--- src/pkg/uart_modem_regs.vh ---
/*
  Register offsets, field positions and reset values for the
  read-strobe, call-alert and send-permit part of the serial port.
  Assumes a 3-bit register address and 8-bit register data.
*/
`ifndef UART_MODEM_REGS_VH
`define UART_MODEM_REGS_VH

// Register offsets
`define OFS_DATA 3'h0
`define OFS_MASK 3'h1
`define OFS_MODEM_CTRL 3'h4
`define OFS_MODEM_STAT 3'h6
`define OFS_EVENT 3'h7

// Modem control fields
`define MC_SEND_PERMIT 1
`define MC_LOOP_ALERT 2
`define MC_LOOP 4
`define MC_AUTO_FLOW 5

// Modem status fields
`define MS_ALERT_RISE 2
`define MS_ALERT_LEVEL 6

// Event status and mask fields
`define EV_ALERT_RISE 0
`define EV_THRESH 1
`define EV_WIDTH 2

// Reset values
`define RST_MODEM_CTRL 8'h00
`define RST_MASK 8'h00
`define RST_BYTE 8'h00

`endif
--- src/logic/sticky_flag.v ---
/*
  Sticky event flag: set by hardware, cleared by a read strobe.
  Assumes set and clear are one-cycle pulses on the same clock.
*/
`timescale 1ns/10ps
module sticky_flag (
  input wire clock_in, // Core clock
  input wire rst_in, // Asynchronous reset, active high
  input wire set_in, // Event pulse
  input wire clear_in, // Clear pulse from a register read
  output reg flag_out // Sticky flag
);

  // Set wins over clear so that an event in the clearing cycle survives
  always @(posedge clock_in or posedge rst_in)
  begin
    if (rst_in)
      flag_out <= 1'b0;
    else if (set_in)
      flag_out <= 1'b1;
    else if (clear_in)
      flag_out <= 1'b0;
  end

endmodule

--- src/logic/sync_bits.v ---
/*
  Two-stage synchroniser for a group of unrelated level inputs.
  Assumes each bit is a slow level; no bus coherence is implied.
*/
`timescale 1ns/10ps
module sync_bits #(
  parameter WIDTH = 1
)
(
  input wire clock_in, // Core clock
  input wire rst_in, // Asynchronous reset, active high
  input wire [WIDTH-1:0] async_in, // Levels from outside the clock domain
  output reg [WIDTH-1:0] sync_out // Levels after two flip-flops
);

  reg [WIDTH-1:0] stage_one;

  // Only the second stage reads the first
  always @(posedge clock_in or posedge rst_in)
  begin
    if (rst_in)
    begin
      stage_one <= {WIDTH{1'b0}};
      sync_out <= {WIDTH{1'b0}};
    end
    else
    begin
      stage_one <= async_in;
      sync_out <= stage_one;
    end
  end

endmodule

--- src/logic/uart_modem_io.v ---
/*
  Host read strobes, call-alert modem input and send-permit modem
  output of a serial port, with the modem control, modem status,
  event status and mask registers.
  Assumes the chip selects, read strobes, pin address, master clear
  and call-alert come from pins; rx_thresh_in, rx_data_in and the
  plain register port run on clock_in.
*/
// The address map and the strobed register port were decided locally.
`timescale 1ns/10ps
`include "uart_modem_regs.vh"

module uart_modem_io (
  input wire clock_in, // Core clock, 200 MHz
  input wire rst_in, // Asynchronous reset, active high
  input wire master_clear_in, // Master clear pin, active high
  input wire select_high_a_in, // Chip select, active high
  input wire select_high_b_in, // Chip select, active high
  input wire select_low_c_n_in, // Chip select, active low
  input wire read_low_n_in, // Read strobe pin, active low
  input wire read_high_in, // Read strobe pin, active high
  input wire [2:0] pin_addr_in, // Register address pins
  input wire call_alert_in, // Call-alert modem input
  input wire rx_thresh_in, // Receive FIFO at threshold
  input wire [7:0] rx_data_in, // Receive data byte
  input wire [2:0] bus_addr_in, // Register port address
  input wire [7:0] bus_wdata_in, // Register port write data
  input wire bus_wr_in, // Register port write strobe
  input wire bus_rd_in, // Register port read strobe
  output reg [7:0] bus_rdata_out, // Register port read data
  output reg [7:0] data_out, // Data bus pins, output value
  output reg data_oe_n_out, // Data bus output enable, low drives
  output reg driver_disable_out, // High while no pin read runs
  output reg irq_out, // Interrupt, active high level
  output reg send_permit_n_out // Send-permit modem output, active low
);

  wire [7:0] pins_s;
  wire mclear_s;
  wire sel_a_s;
  wire sel_b_s;
  wire sel_c_n_s;
  wire rd_n_s;
  wire rd_s;
  wire alert_pin_s;
  wire [2:0] pin_addr_s;

  reg [7:0] modem_ctrl_reg;
  reg [7:0] mask_reg;
  reg alert_prev;
  reg thresh_prev;
  reg pin_rd_prev;

  wire call_alert_rise_flag;
  wire [`EV_WIDTH-1:0] event_flags;

  wire selected;
  wire pin_rd_active;
  wire pin_rd_start;
  wire alert_level;
  wire alert_rise;
  wire thresh_rise;
  wire loop_mode;
  wire auto_flow;
  wire stat_read;
  wire event_read;
  wire flag_clear;
  wire event_clear;
  wire [7:0] modem_stat;
  wire [7:0] event_byte;
  reg next_send_permit_n;

  // Pins are asynchronous to clock_in
  sync_bits #(
    .WIDTH(8)
  ) pin_sync (
    .clock_in(clock_in),
    .rst_in(rst_in),
    .async_in({master_clear_in, select_high_a_in, select_high_b_in,
      select_low_c_n_in, read_low_n_in, read_high_in, call_alert_in, 1'b0}),
    .sync_out(pins_s)
  );

  sync_bits #(
    .WIDTH(3)
  ) addr_sync (
    .clock_in(clock_in),
    .rst_in(rst_in),
    .async_in(pin_addr_in),
    .sync_out(pin_addr_s)
  );

  assign mclear_s = pins_s[7];
  assign sel_a_s = pins_s[6];
  assign sel_b_s = pins_s[5];
  assign sel_c_n_s = pins_s[4];
  assign rd_n_s = pins_s[3];
  assign rd_s = pins_s[2];
  assign alert_pin_s = pins_s[1];

  // Strobes count only with all three selects active
  assign selected = sel_a_s & sel_b_s & ~sel_c_n_s;
  // A strobe tied to its active level would hold the read for as long as all three selects stay active
  assign pin_rd_active = selected & (~rd_n_s | rd_s);
  assign pin_rd_start = pin_rd_active & ~pin_rd_prev;

  assign loop_mode = modem_ctrl_reg[`MC_LOOP];
  assign auto_flow = modem_ctrl_reg[`MC_AUTO_FLOW];

  // In loop mode the alert input follows the control bit, not the pin
  assign alert_level = loop_mode ? modem_ctrl_reg[`MC_LOOP_ALERT] : alert_pin_s;
  assign alert_rise = alert_level & ~alert_prev;
  assign thresh_rise = auto_flow & rx_thresh_in & ~thresh_prev;

  // A status read from either side clears the flags it shows
  assign stat_read = (bus_rd_in & (bus_addr_in == `OFS_MODEM_STAT)) |
    (pin_rd_start & (pin_addr_s == `OFS_MODEM_STAT));
  assign event_read = (bus_rd_in & (bus_addr_in == `OFS_EVENT)) |
    (pin_rd_start & (pin_addr_s == `OFS_EVENT));
  assign flag_clear = stat_read | mclear_s;
  assign event_clear = event_read | mclear_s;

  sticky_flag rise_flag (
    .clock_in(clock_in),
    .rst_in(rst_in),
    .set_in(alert_rise),
    .clear_in(flag_clear),
    .flag_out(call_alert_rise_flag)
  );

  sticky_flag rise_event (
    .clock_in(clock_in),
    .rst_in(rst_in),
    .set_in(alert_rise),
    .clear_in(event_clear),
    .flag_out(event_flags[`EV_ALERT_RISE])
  );

  sticky_flag thresh_event (
    .clock_in(clock_in),
    .rst_in(rst_in),
    .set_in(thresh_rise),
    .clear_in(event_clear),
    .flag_out(event_flags[`EV_THRESH])
  );

  assign modem_stat = {1'b0, alert_level, 3'h0, call_alert_rise_flag, 2'h0};
  assign event_byte = {{(8 - `EV_WIDTH){1'b0}}, event_flags};

  // Register read multiplexer shared by both read paths
  function [7:0] read_mux;
    input [2:0] addr;
    begin
      case (addr)
        `OFS_DATA: read_mux = rx_data_in;
        `OFS_MASK: read_mux = mask_reg;
        `OFS_MODEM_CTRL: read_mux = modem_ctrl_reg;
        `OFS_MODEM_STAT: read_mux = modem_stat;
        `OFS_EVENT: read_mux = event_byte;
        default: read_mux = `RST_BYTE;
      endcase
    end
  endfunction

  // Edge history for rise detection
  always @(posedge clock_in or posedge rst_in)
  begin
    if (rst_in)
    begin
      alert_prev <= 1'b0;
      thresh_prev <= 1'b0;
      pin_rd_prev <= 1'b0;
    end
    else
    begin
      alert_prev <= alert_level;
      thresh_prev <= auto_flow & rx_thresh_in;
      pin_rd_prev <= pin_rd_active;
    end
  end

  // Writable registers
  always @(posedge clock_in or posedge rst_in)
  begin
    if (rst_in)
    begin
      modem_ctrl_reg <= `RST_MODEM_CTRL;
      mask_reg <= `RST_MASK;
    end
    else if (mclear_s)
    begin
      modem_ctrl_reg <= `RST_MODEM_CTRL;
      mask_reg <= `RST_MASK;
    end
    else if (bus_wr_in)
    begin
      if (bus_addr_in == `OFS_MODEM_CTRL)
        modem_ctrl_reg <= bus_wdata_in;
      if (bus_addr_in == `OFS_MASK)
        mask_reg <= {{(8 - `EV_WIDTH){1'b0}}, bus_wdata_in[`EV_WIDTH-1:0]};
    end
  end

  // Read data stands only in the cycle after the strobe
  always @(posedge clock_in or posedge rst_in)
  begin
    if (rst_in)
      bus_rdata_out <= `RST_BYTE;
    else if (bus_rd_in)
      bus_rdata_out <= read_mux(bus_addr_in);
    else
      bus_rdata_out <= `RST_BYTE;
  end

  // Pin read path: data follows the addressed register while the strobe lasts
  always @(posedge clock_in or posedge rst_in)
  begin
    if (rst_in)
    begin
      data_out <= `RST_BYTE;
      data_oe_n_out <= 1'b1;
      driver_disable_out <= 1'b1;
    end
    else
    begin
      data_oe_n_out <= ~pin_rd_active;
      driver_disable_out <= ~pin_rd_active;
      if (pin_rd_active)
        data_out <= read_mux(pin_addr_s);
      else
        data_out <= `RST_BYTE;
    end
  end

  // Interrupt is a level while any unmasked event stays set
  always @(posedge clock_in or posedge rst_in)
  begin
    if (rst_in)
      irq_out <= 1'b0;
    else
      irq_out <= |(event_flags & mask_reg[`EV_WIDTH-1:0]);
  end

  // Send-permit: every inactive cause overrides the control bit
  always @*
  begin
    next_send_permit_n = ~modem_ctrl_reg[`MC_SEND_PERMIT];
    if (mclear_s | loop_mode)
      next_send_permit_n = 1'b1;
    if (auto_flow & rx_thresh_in)
      next_send_permit_n = 1'b1;
  end

  always @(posedge clock_in or posedge rst_in)
  begin
    if (rst_in)
      send_permit_n_out <= 1'b1;
    else
      send_permit_n_out <= next_send_permit_n;
  end

endmodule

--- config.mk ---
export PLATFORM = sky130hd
export DESIGN_NAME = uart_modem_io
export DESIGN_NICKNAME = d
export VERILOG_FILES = /design/src/logic/sticky_flag.v /design/src/logic/sync_bits.v /design/src/logic/uart_modem_io.v
export VERILOG_INCLUDE_DIRS = /design/src /design/src/pkg
export SDC_FILE = /design/constraint.sdc
export NUM_CORES = 1
export LEC_CHECK = 0
export ABC_AREA = 1
export BUFFER_PORTS_ARGS = -buffer_cell sky130_fd_sc_hd__buf_2
export CELL_PAD_IN_SITES_DETAIL_PLACEMENT = 0
export CELL_PAD_IN_SITES_GLOBAL_PLACEMENT = 1
export CORE_MARGIN = 5
export CORE_UTILIZATION = 40
export CTS_CLUSTER_DIAMETER = 80
export CTS_CLUSTER_SIZE = 40
export DETAILED_ROUTE_END_ITERATION = 6
export PLACE_DENSITY_LB_ADDON = 0.1
export SLEW_MARGIN = 20
export SYNTH_ARGS = -nofsm -noshare
export SYNTH_HDL_FRONTEND = slang
export SYNTH_HIERARCHICAL = 1
export SYNTH_SLANG_ARGS = --single-unit
export TNS_END_PERCENT = 5
--- constraint.sdc ---
create_clock -name clock_in -period 2.8 [get_ports clock_in]
set_clock_uncertainty 0.1 [all_clocks]
set_input_delay 0.14 -clock clock_in [delete_from_list [all_inputs] [get_ports clock_in]]
set_output_delay 0.14 -clock clock_in [all_outputs]
set_load 0.1 [all_outputs]
==> flow_summary.ini, run 1 <==
[status]
status = finished, final reports clean

[floorplan]
die_w_um = 85.5
die_y_um = 85.5
pin_count = 54
initial_core_util_pct = 41.4
design.die.area_mm2 = 0.00731
core_area_mm2 = 0.00551
rows = 27

[synth]
syn-cell-area_mm2 = 0.00228
syn_inst = 249
postSynthNetCount = 283
syn_avg_cell_area_um2 = 9.15
yosysWarnings = 6

[route]
routed_wl_um = 4950
wire_per_inst_um = 12.4
drt-initial-drc-count = 68
vias = 1801
viasPerCell = 4.51
route.antenna.remaining_nets = 0
dr.pass1.iters = 4
post-route-drc-count = 0

[setup_path]
critPathRequiredTime_ns = 2.56
worst-path-buf-inv = 1
crit_path_start_kind = flip-flop
crit_type = flip-flop to output port
cp_data_arrival_time_ns = 1.27
end_kind = output port
cp_max_fo = 2
cpLargestDelayFamily = flip-flops
crit_chain = buf_2
crit_cells = 1
cp_slowest_stage_delay_ns = 0.54
worstRegToRegCells = 8
crit_path_top_delay_cell = dfstp_2

[timing]
hold_slack_ns = 0.0359
setup_viol = 0
finalSetupTns_ns = 0
hold_viol_final = 0
period_needed_ns = 1.51
rsz0062_at_grt = no
relSlewSlack_pct = 65.4
maxSlewViolCount = 0
fmax_ghz = 0.663
tightest_slew_ns = 0.518
layout_worst_path_cycle_share_pct = 53.9

[final_layout]
drive_gt1_share_pct = 22.3
stdcell_count = 399
area_growth_pct = 27.8
antennaDiodeCount = 0
fin_nets = 360

[clocking]
cts-root-buf = clkbuf_8
cts_max_level = 2
clock_sinks = 55
clk_pin_slew_ns = 0.11
clock_latency_ns = 0.31
postCtsSetupBuffers = 0
numCtsBuffers = 5
clk_path_buf_depth = 2
cts_tree = built

[global_routing]
grtUsageTotal_pct = 14.8
grt_pass1_vias = 1740
grt_overflow = 0
grt_start_max_net_pins = 21
antenna_found_initial = 0
grt_pass1_wl_um = 8560

[place]
place_congestion = 0.808
numPortBuffers = 53
hpwlAfterDp_um = 3700
dp.cells = 368

[hold_path]
whs_path_depth = 5
hold_path.class = primary input to flip-flop

[power]
p_per_area_mw_per_mm2 = 512
cellLeakagePower_nw = 1.59
ir_drop_uv = 309

[flow_run]
drv_cap = 0
-- repair_timing --
action	in CTS	in global routing
hold endpoints to repair	60	0
hold buffers	23	0
gates resized for setup	0	0
-- layout by cell type, fill, tap and decap left out, types with 5 or more instances in the layout --
cell,count
nand2_1,69
dfrtp_1,53
buf_2,53
nand3_1,40
inv_1,30
nor2_1,23
dlygate4sd3_1,23
a21oi_1,8
nand4_1,6
clkbuf_8,5
-- per-stage QoR --
stage / utilization [%] / setup WS, ns / power, mW / area, um2
floorplan: - / 1.34 / 0.975 / 2280
global placement: 47.0 / 1.45 / 1.03 / 2590
detailed placement: 47.0 / 1.41 / 1.03 / 2590
CTS: 52.9 / 1.27 / 1.52 / 2910
global route: 52.9 / 1.25 / 1.57 / 2910
finish: 52.9 / 1.29 / 1.49 / 2910
-- worst paths after layout --
path | from | to | slack [ns]
worst max-delay path | driver_disable_out | data_oe_n_out | 1.29
worst min-delay path | bus_wdata_in[1] | mask_reg[1] | 0.04
worst max register to register | pin_sync/sync_out[4] | rise_event/flag_out | 1.41
worst min register to register | pin_sync/stage_one[1] | pin_sync/sync_out[1] | 0.26
max in group asynchronous | rst_in | send_permit_n_out | 1.52
min in group asynchronous | rst_in | rise_event/flag_out | 0.15
-- tightest hold or removal path: stages --
cell and delay (ns):
buf_2 0.09, inv_1 0.04, nor2_1 0.04, nand2_1 0.06, nand2_1 0.04
-- power by group --
group          switching (mW)  internal [mW]  leakage (nW)  total [mW]
combinational           0.124         0.0626         0.838       0.187
clock                   0.273          0.185        0.0491       0.457
sequential             0.0221          0.824         0.704       0.846
total                   0.419           1.07          1.59        1.49
-- cell type report --
| type | instances | area (um2) |
|---|---|---|
| flip-flops and latches | 55 | 1380 |
| repair buffers | 77 | 503 |
| fillers | 549 | 2590 |
| well taps | 72 | 90.1 |
| clock buffers | 5 | 68.8 |
| clock inverters | 3 | 26.3 |
| inverters | 33 | 124 |
| multi-input cells | 154 | 722 |
-- routing by layer --
metal	GRT usage (%)	part of all wire, %	up-vias
li1	-	-	933
met1	20.3	47	819
met2	23.4	47	43
met3	3.40	5.1	6
met4	4.32	1.4	0
met5	0	0	-
Power figures use the tool's default switching activity.
==> run 2, diff against run 1 <==
--- a/config.mk
+++ b/config.mk
@@ -11,7 +11,7 @@
 export CELL_PAD_IN_SITES_DETAIL_PLACEMENT = 0
 export CELL_PAD_IN_SITES_GLOBAL_PLACEMENT = 1
 export CORE_MARGIN = 5
-export CORE_UTILIZATION = 40
+export CORE_UTILIZATION = 36
 export CTS_CLUSTER_DIAMETER = 80
 export CTS_CLUSTER_SIZE = 40
 export DETAILED_ROUTE_END_ITERATION = 6
==> constraint.sdc (replaced) <==
create_clock -name clock_in -period 1.3 [get_ports clock_in]
set_clock_uncertainty 0.1 [all_clocks]
set_input_delay 0.065 -clock clock_in [delete_from_list [all_inputs] [get_ports clock_in]]
set_output_delay 0.065 -clock clock_in [all_outputs]
set_load 0.1 [all_outputs]
==> run 2 against run 1 <==
  * Critical path depth did not move
  * Global-route usage rose by 0.24 points
  * Cell count rose by 4.3%
  * Total power up 130%
  * Flip-flop and latch count unchanged
  * Sequential share of layout area shrank 3.2 points
  * Register-to-register slack got worse by 1.4 ns
  * Clock power increased to 2.6 times the previous value
  * Count of clock-buffer cells in the layout increased by 1
  * Critical endpoint unchanged
==> flow_summary.ini, run 2 (synthesis results as in run 1) <==
[status]
status = finished, final reports clean

[place]
numPortBuffers = 53
hpwlAfterDp_um = 4040
dp.cells = 381
place_congestion = 0.811
placed_area_mm2 = 0.00272

[timing]
setup_viol = 0
relSlewSlack_pct = 67.1
tightest_slew_ns = 0.493
fmax_ghz = 0.770
period_needed_ns = 1.30
layout_worst_path_cycle_share_pct = 99.9
hold_viol_final = 0
maxSlewViolCount = 0
rsz0062_at_grt = yes

[global_routing]
grt_start_max_net_pins = 33
antenna_found_initial = 0
grt_pass1_vias = 1862
grtUsageTotal_pct = 15.0
grt_overflow = 0
grt_pass1_wl_um = 9050

[final_layout]
area_growth_pct = 38.1
stdcell_count = 416
fin_nets = 372
fin_area_mm2 = 0.00315
antennaDiodeCount = 0
fillers = 612
final_common_cell = nand2_1
drive_gt1_share_pct = 27.4
mostFrequentLayoutCells = nand2_1 (68), buf_2 (50), dfrtp_1 (49), nand3_1 (38), inv_1 (29)

[clocking]
cts_max_level = 2
clock_sinks = 55
clock_latency_ns = 0.31
clk_pin_slew_ns = 0.10
cts_tree = built
cts-root-buf = clkbuf_8
numCtsBuffers = 5
clk_path_buf_depth = 2

[power]
ir_drop_uv = 595
cellLeakagePower_nw = 1.70
p_per_area_mw_per_mm2 = 1100
finalPower_mw = 3.47

[setup_path]
crit_path_start_kind = flip-flop
cp-startpoint = driver_disable_out
cp_max_fo = 2
cpLargestDelayFamily = flip-flops
crit_path_top_delay_cell = dfstp_4
r2r_end = data_out[1]
cp_slowest_stage_delay_ns = 0.65
r2r-start = addr_sync/sync_out[1]
worst-path-buf-inv = 1
worstSetupEndpoint = data_oe_n_out
worstRegToRegCells = 6
crit_cells = 1
crit_chain = buf_12
end_kind = output port
crit_type = flip-flop to output port
cp_data_arrival_time_ns = 1.13
reg2reg_slack_ns = 0.04
critPathRequiredTime_ns = 1.13

[route]
wire_per_inst_um = 12.9
vias = 1876
post-route-drc-count = 0
routed_wl_um = 5370
dr.pass1.iters = 4
drt-initial-drc-count = 66
viasPerCell = 4.51
route.antenna.remaining_nets = 0

[floorplan]
pin_count = 54
die_y_um = 89.6
core_area_mm2 = 0.00624
die_w_um = 89.6
initial_core_util_pct = 36.5
design.die.area_mm2 = 0.00802
rows = 29

[hold_path]
hold_path.class = primary input to flip-flop
whs_path_depth = 5

[flow_run]
drv_cap = 0
[run 2: cell type report]
cell class / count / area [um2] / share of cell area (%)
Clock buffer: 6 / 82.6 / 2.62
Sequential cell: 55 / 1390 / 44.1
Timing Repair Buffer: 89 / 659 / 21.0
Multi-Input combinational cell: 154 / 762 / 24.2
Inverter: 33 / 124 / 3.94
Clock inverter: 2 / 35.0 / 1.11
Tap cell: 77 / 96.3 / 3.06
[run 2: worst min-delay path by stage]
stage | startpoint | end
final | rx_data_in[2] | data_out[2]
after global routing | rx_data_in[0] | data_out[0]
after CTS | rx_data_in[1] | bus_rdata_out[1]
after detailed placement | rst_in | thresh_event/flag_out
after global placement | rst_in | rise_event/flag_out
after floorplan | rst_in | rise_event/flag_out
[run 2: timing repair]
action | 4_1_cts | 5_1_grt
pin swaps | 0 | 5
gates resized for setup | 0 | 15
hold buffers | 25 | 0
hold endpoints to repair | 86 | 0
buffers inserted | 0 | 2
setup endpoints to repair | 3 | 13
[run 2: power breakdown]
group | internal [mW] | total, mW | switching (mW)
Clock | 0.624 | 1.18 | 0.554
Sequential | 1.78 | 1.83 | 0.0532
Combinational | 0.178 | 0.459 | 0.281
Total | 2.58 | 3.47 | 0.888
[run 2: layer usage]
| layer | vias to the layer above | share of wire [%] | track usage (%) |
|---|---|---|---|
| met1 | 860 | 43 | 19.5 |
| met3 | 8 | 6.4 | 3.32 |
| met2 | 53 | 49 | 24.9 |
| li1 | 955 | - | - |
| met5 | - | 0 | 0 |
| met4 | 0 | 1.6 | 4.87 |
[run 2: through the flow]
stage	setup WS [ns]	utilization, %	TNS, ns	hold slack (ns)
2_1_floorplan	0.0245	-	0	-0.306
3_3_place_gp	0.00558	43.5	0	-0.143
3_5_place_dp	0.0133	43.5	0	-0.140
4_1_cts	-0.0123	49.4	-0.0318	0.0177
5_1_grt	-0.0299	50.4	-0.0977	0.0468
6_report	0.00185	50.4	0	0.0236
==> run 3, diff against run 2 <==
--- a/config.mk
+++ b/config.mk
@@ -16,6 +16,7 @@
 export CTS_CLUSTER_SIZE = 40
 export DETAILED_ROUTE_END_ITERATION = 6
 export PLACE_DENSITY_LB_ADDON = 0.1
+export RECOVER_POWER = 100
 export SLEW_MARGIN = 20
 export SYNTH_ARGS = -nofsm -noshare
 export SYNTH_HDL_FRONTEND = slang
==> run 3 against run 2 <==
  * The flow now finishes with violations (setup timing)
  * First-iteration DRC count grew 6.1%
  * Die area did not move
  * Setup slack worse by 0.0037 ns
  * Cell count unchanged
  * Wire length grew 0.19%
  * Count of clock-buffer cells in the layout unchanged
  * Clock power hardly changed
  * Sequential power about the same
  * Non-clock buffer count did not move
  * Global-route usage did not move
  * Via count is 0.16% higher
  * Highest routed layer unchanged
==> flow_summary.ini, run 3 (synthesis results as in run 1) <==
[setup_path]
reg2reg_slack_ns = 0.05
worst-path-buf-inv = 1
crit_type = flip-flop to output port
crit_cells = 1
cp_max_fo = 2
cp_data_arrival_time_ns = 1.14
crit_chain = buf_12
cpLargestDelayFamily = flip-flops
critPathRequiredTime_ns = 1.13
end_kind = output port
cp_slowest_stage_delay_ns = 0.66
crit_path_top_delay_cell = dfstp_4
crit_path_start_kind = flip-flop
worstRegToRegCells = 6

[global_routing]
grt_overflow = 0
grt_start_max_net_pins = 33
grt_pass1_wl_um = 9050
antenna_found_initial = 0
grt_pass1_vias = 1862
grtUsageTotal_pct = 15.0

[timing]
layout_worst_path_cycle_share_pct = 100
maxSlewViolCount = 0
hold_slack_ns = 0.0251
rsz0062_at_grt = yes
setup_viol = 2
fmax_ghz = 0.768
period_needed_ns = 1.30
tightest_slew_ns = 0.539
hold_viol_final = 0
relSlewSlack_pct = 64.2
worst_slack_ns = -0.00181
finalSetupTns_ns = -0.00338

[place]
place_congestion = 0.811
hpwlAfterDp_um = 4040
numPortBuffers = 53

[route]
dr.pass1.iters = 4
wire_per_inst_um = 12.9
wl_met3_um = 358
post-route-drc-count = 0
drt-initial-drc-count = 70
route.antenna.remaining_nets = 0
viasPerCell = 4.52
routed_wl_um = 5380
top_layer = met4
wl_met2_um = 2600
wl_met1_um = 2330
vias = 1879

[clocking]
clk_pin_slew_ns = 0.10
cts_max_level = 2
clk_path_buf_depth = 2
cts_tree = built
numCtsBuffers = 5
clock_sinks = 55
clock_latency_ns = 0.31
cts-root-buf = clkbuf_8

[final_layout]
utilization_pct = 49.9
mostFrequentLayoutCells = nand2_1 (69), dfrtp_1 (49), buf_2 (44), nand3_1 (38), inv_1 (29)
drive_gt1_share_pct = 26.3
antennaDiodeCount = 0
fin_nets = 372
area_growth_pct = 36.6
final_common_cell = nand2_1

[floorplan]
pin_count = 54
core_area_mm2 = 0.00624
die_w_um = 89.6
design.die.area_mm2 = 0.00802
rows = 29
initial_core_util_pct = 36.5
die_y_um = 89.6

[hold_path]
hold_path.class = primary input to flip-flop
whs_path_depth = 5

[power]
p_per_area_mw_per_mm2 = 1110
ir_drop_uv = 596
cellLeakagePower_nw = 1.67

[status]
violations = setup timing
status = complete, but fails checks

[flow_run]
drv_cap = 0
==> run 3: cell count changes in the layout (fill, tap and decap cells not counted), sizes merged <==
cell / before / now
buf: 64 / 53
clkbuf: 6 / 17
==> run 3: worst reg2reg max path: cells and delay by family (launching register included) <==
kind,cells,cell delay (ns)
buffers and inverters,1,0.18
DFF,1,0.50
and+or+nand+nor,5,0.42
==> run 3: cell type report <==
type,instances,area (um2)
multi-input cells,154,759
inverters,33,124
clock inverters,2,35.0
clock buffers,6,82.6
well taps,77,96.3
fillers,621,3130
repair buffers,89,627
flip-flops and latches,55,1390
==> run 3: where the power goes <==
part,leakage (nW),internal (mW),total [mW],switching [mW]
combinational,0.910,0.166,0.446,0.280
sequential,0.700,1.78,1.83,0.0525
clock,0.0612,0.624,1.18,0.559
==> run 3: path summary, 6_finish.rpt <==
path	start	to
worst min register to register	pin_sync/stage_one[6]	pin_sync/sync_out[6]
worst max-delay path	driver_disable_out	data_oe_n_out
max in group asynchronous	rst_in	send_permit_n_out
min in group asynchronous	rst_in	thresh_event/flag_out
worst max register to register	addr_sync/sync_out[1]	data_out[1]
worst min-delay path	rx_data_in[2]	data_out[2]
==> run 3: stage by stage <==
step,power [mW],worst slack (ns),instance area (um2),instances
after global routing,3.62,-0.0299,3110,416
after global placement,2.25,0.00558,2720,381
after detailed placement,2.25,0.0133,2720,381
after floorplan,2.10,0.0245,2280,249
final,3.46,-0.00181,3110,416
after CTS,3.49,-0.0123,3080,414
==> run 3: layer usage <==
metal	up-vias	track usage (%)
met5	-	0
met1	863	19.5
met3	8	3.32
met2	52	24.9
li1	956	-
met4	0	4.87
==> run 3: what timing repair did <==
item	CTS	global route
endpoints found under the setup margin	3	13
hold buffers	25	0
setup buffers	0	2
pin swaps	0	5
hold endpoints to repair	86	0
resized for setup	0	15
cloned	0	0
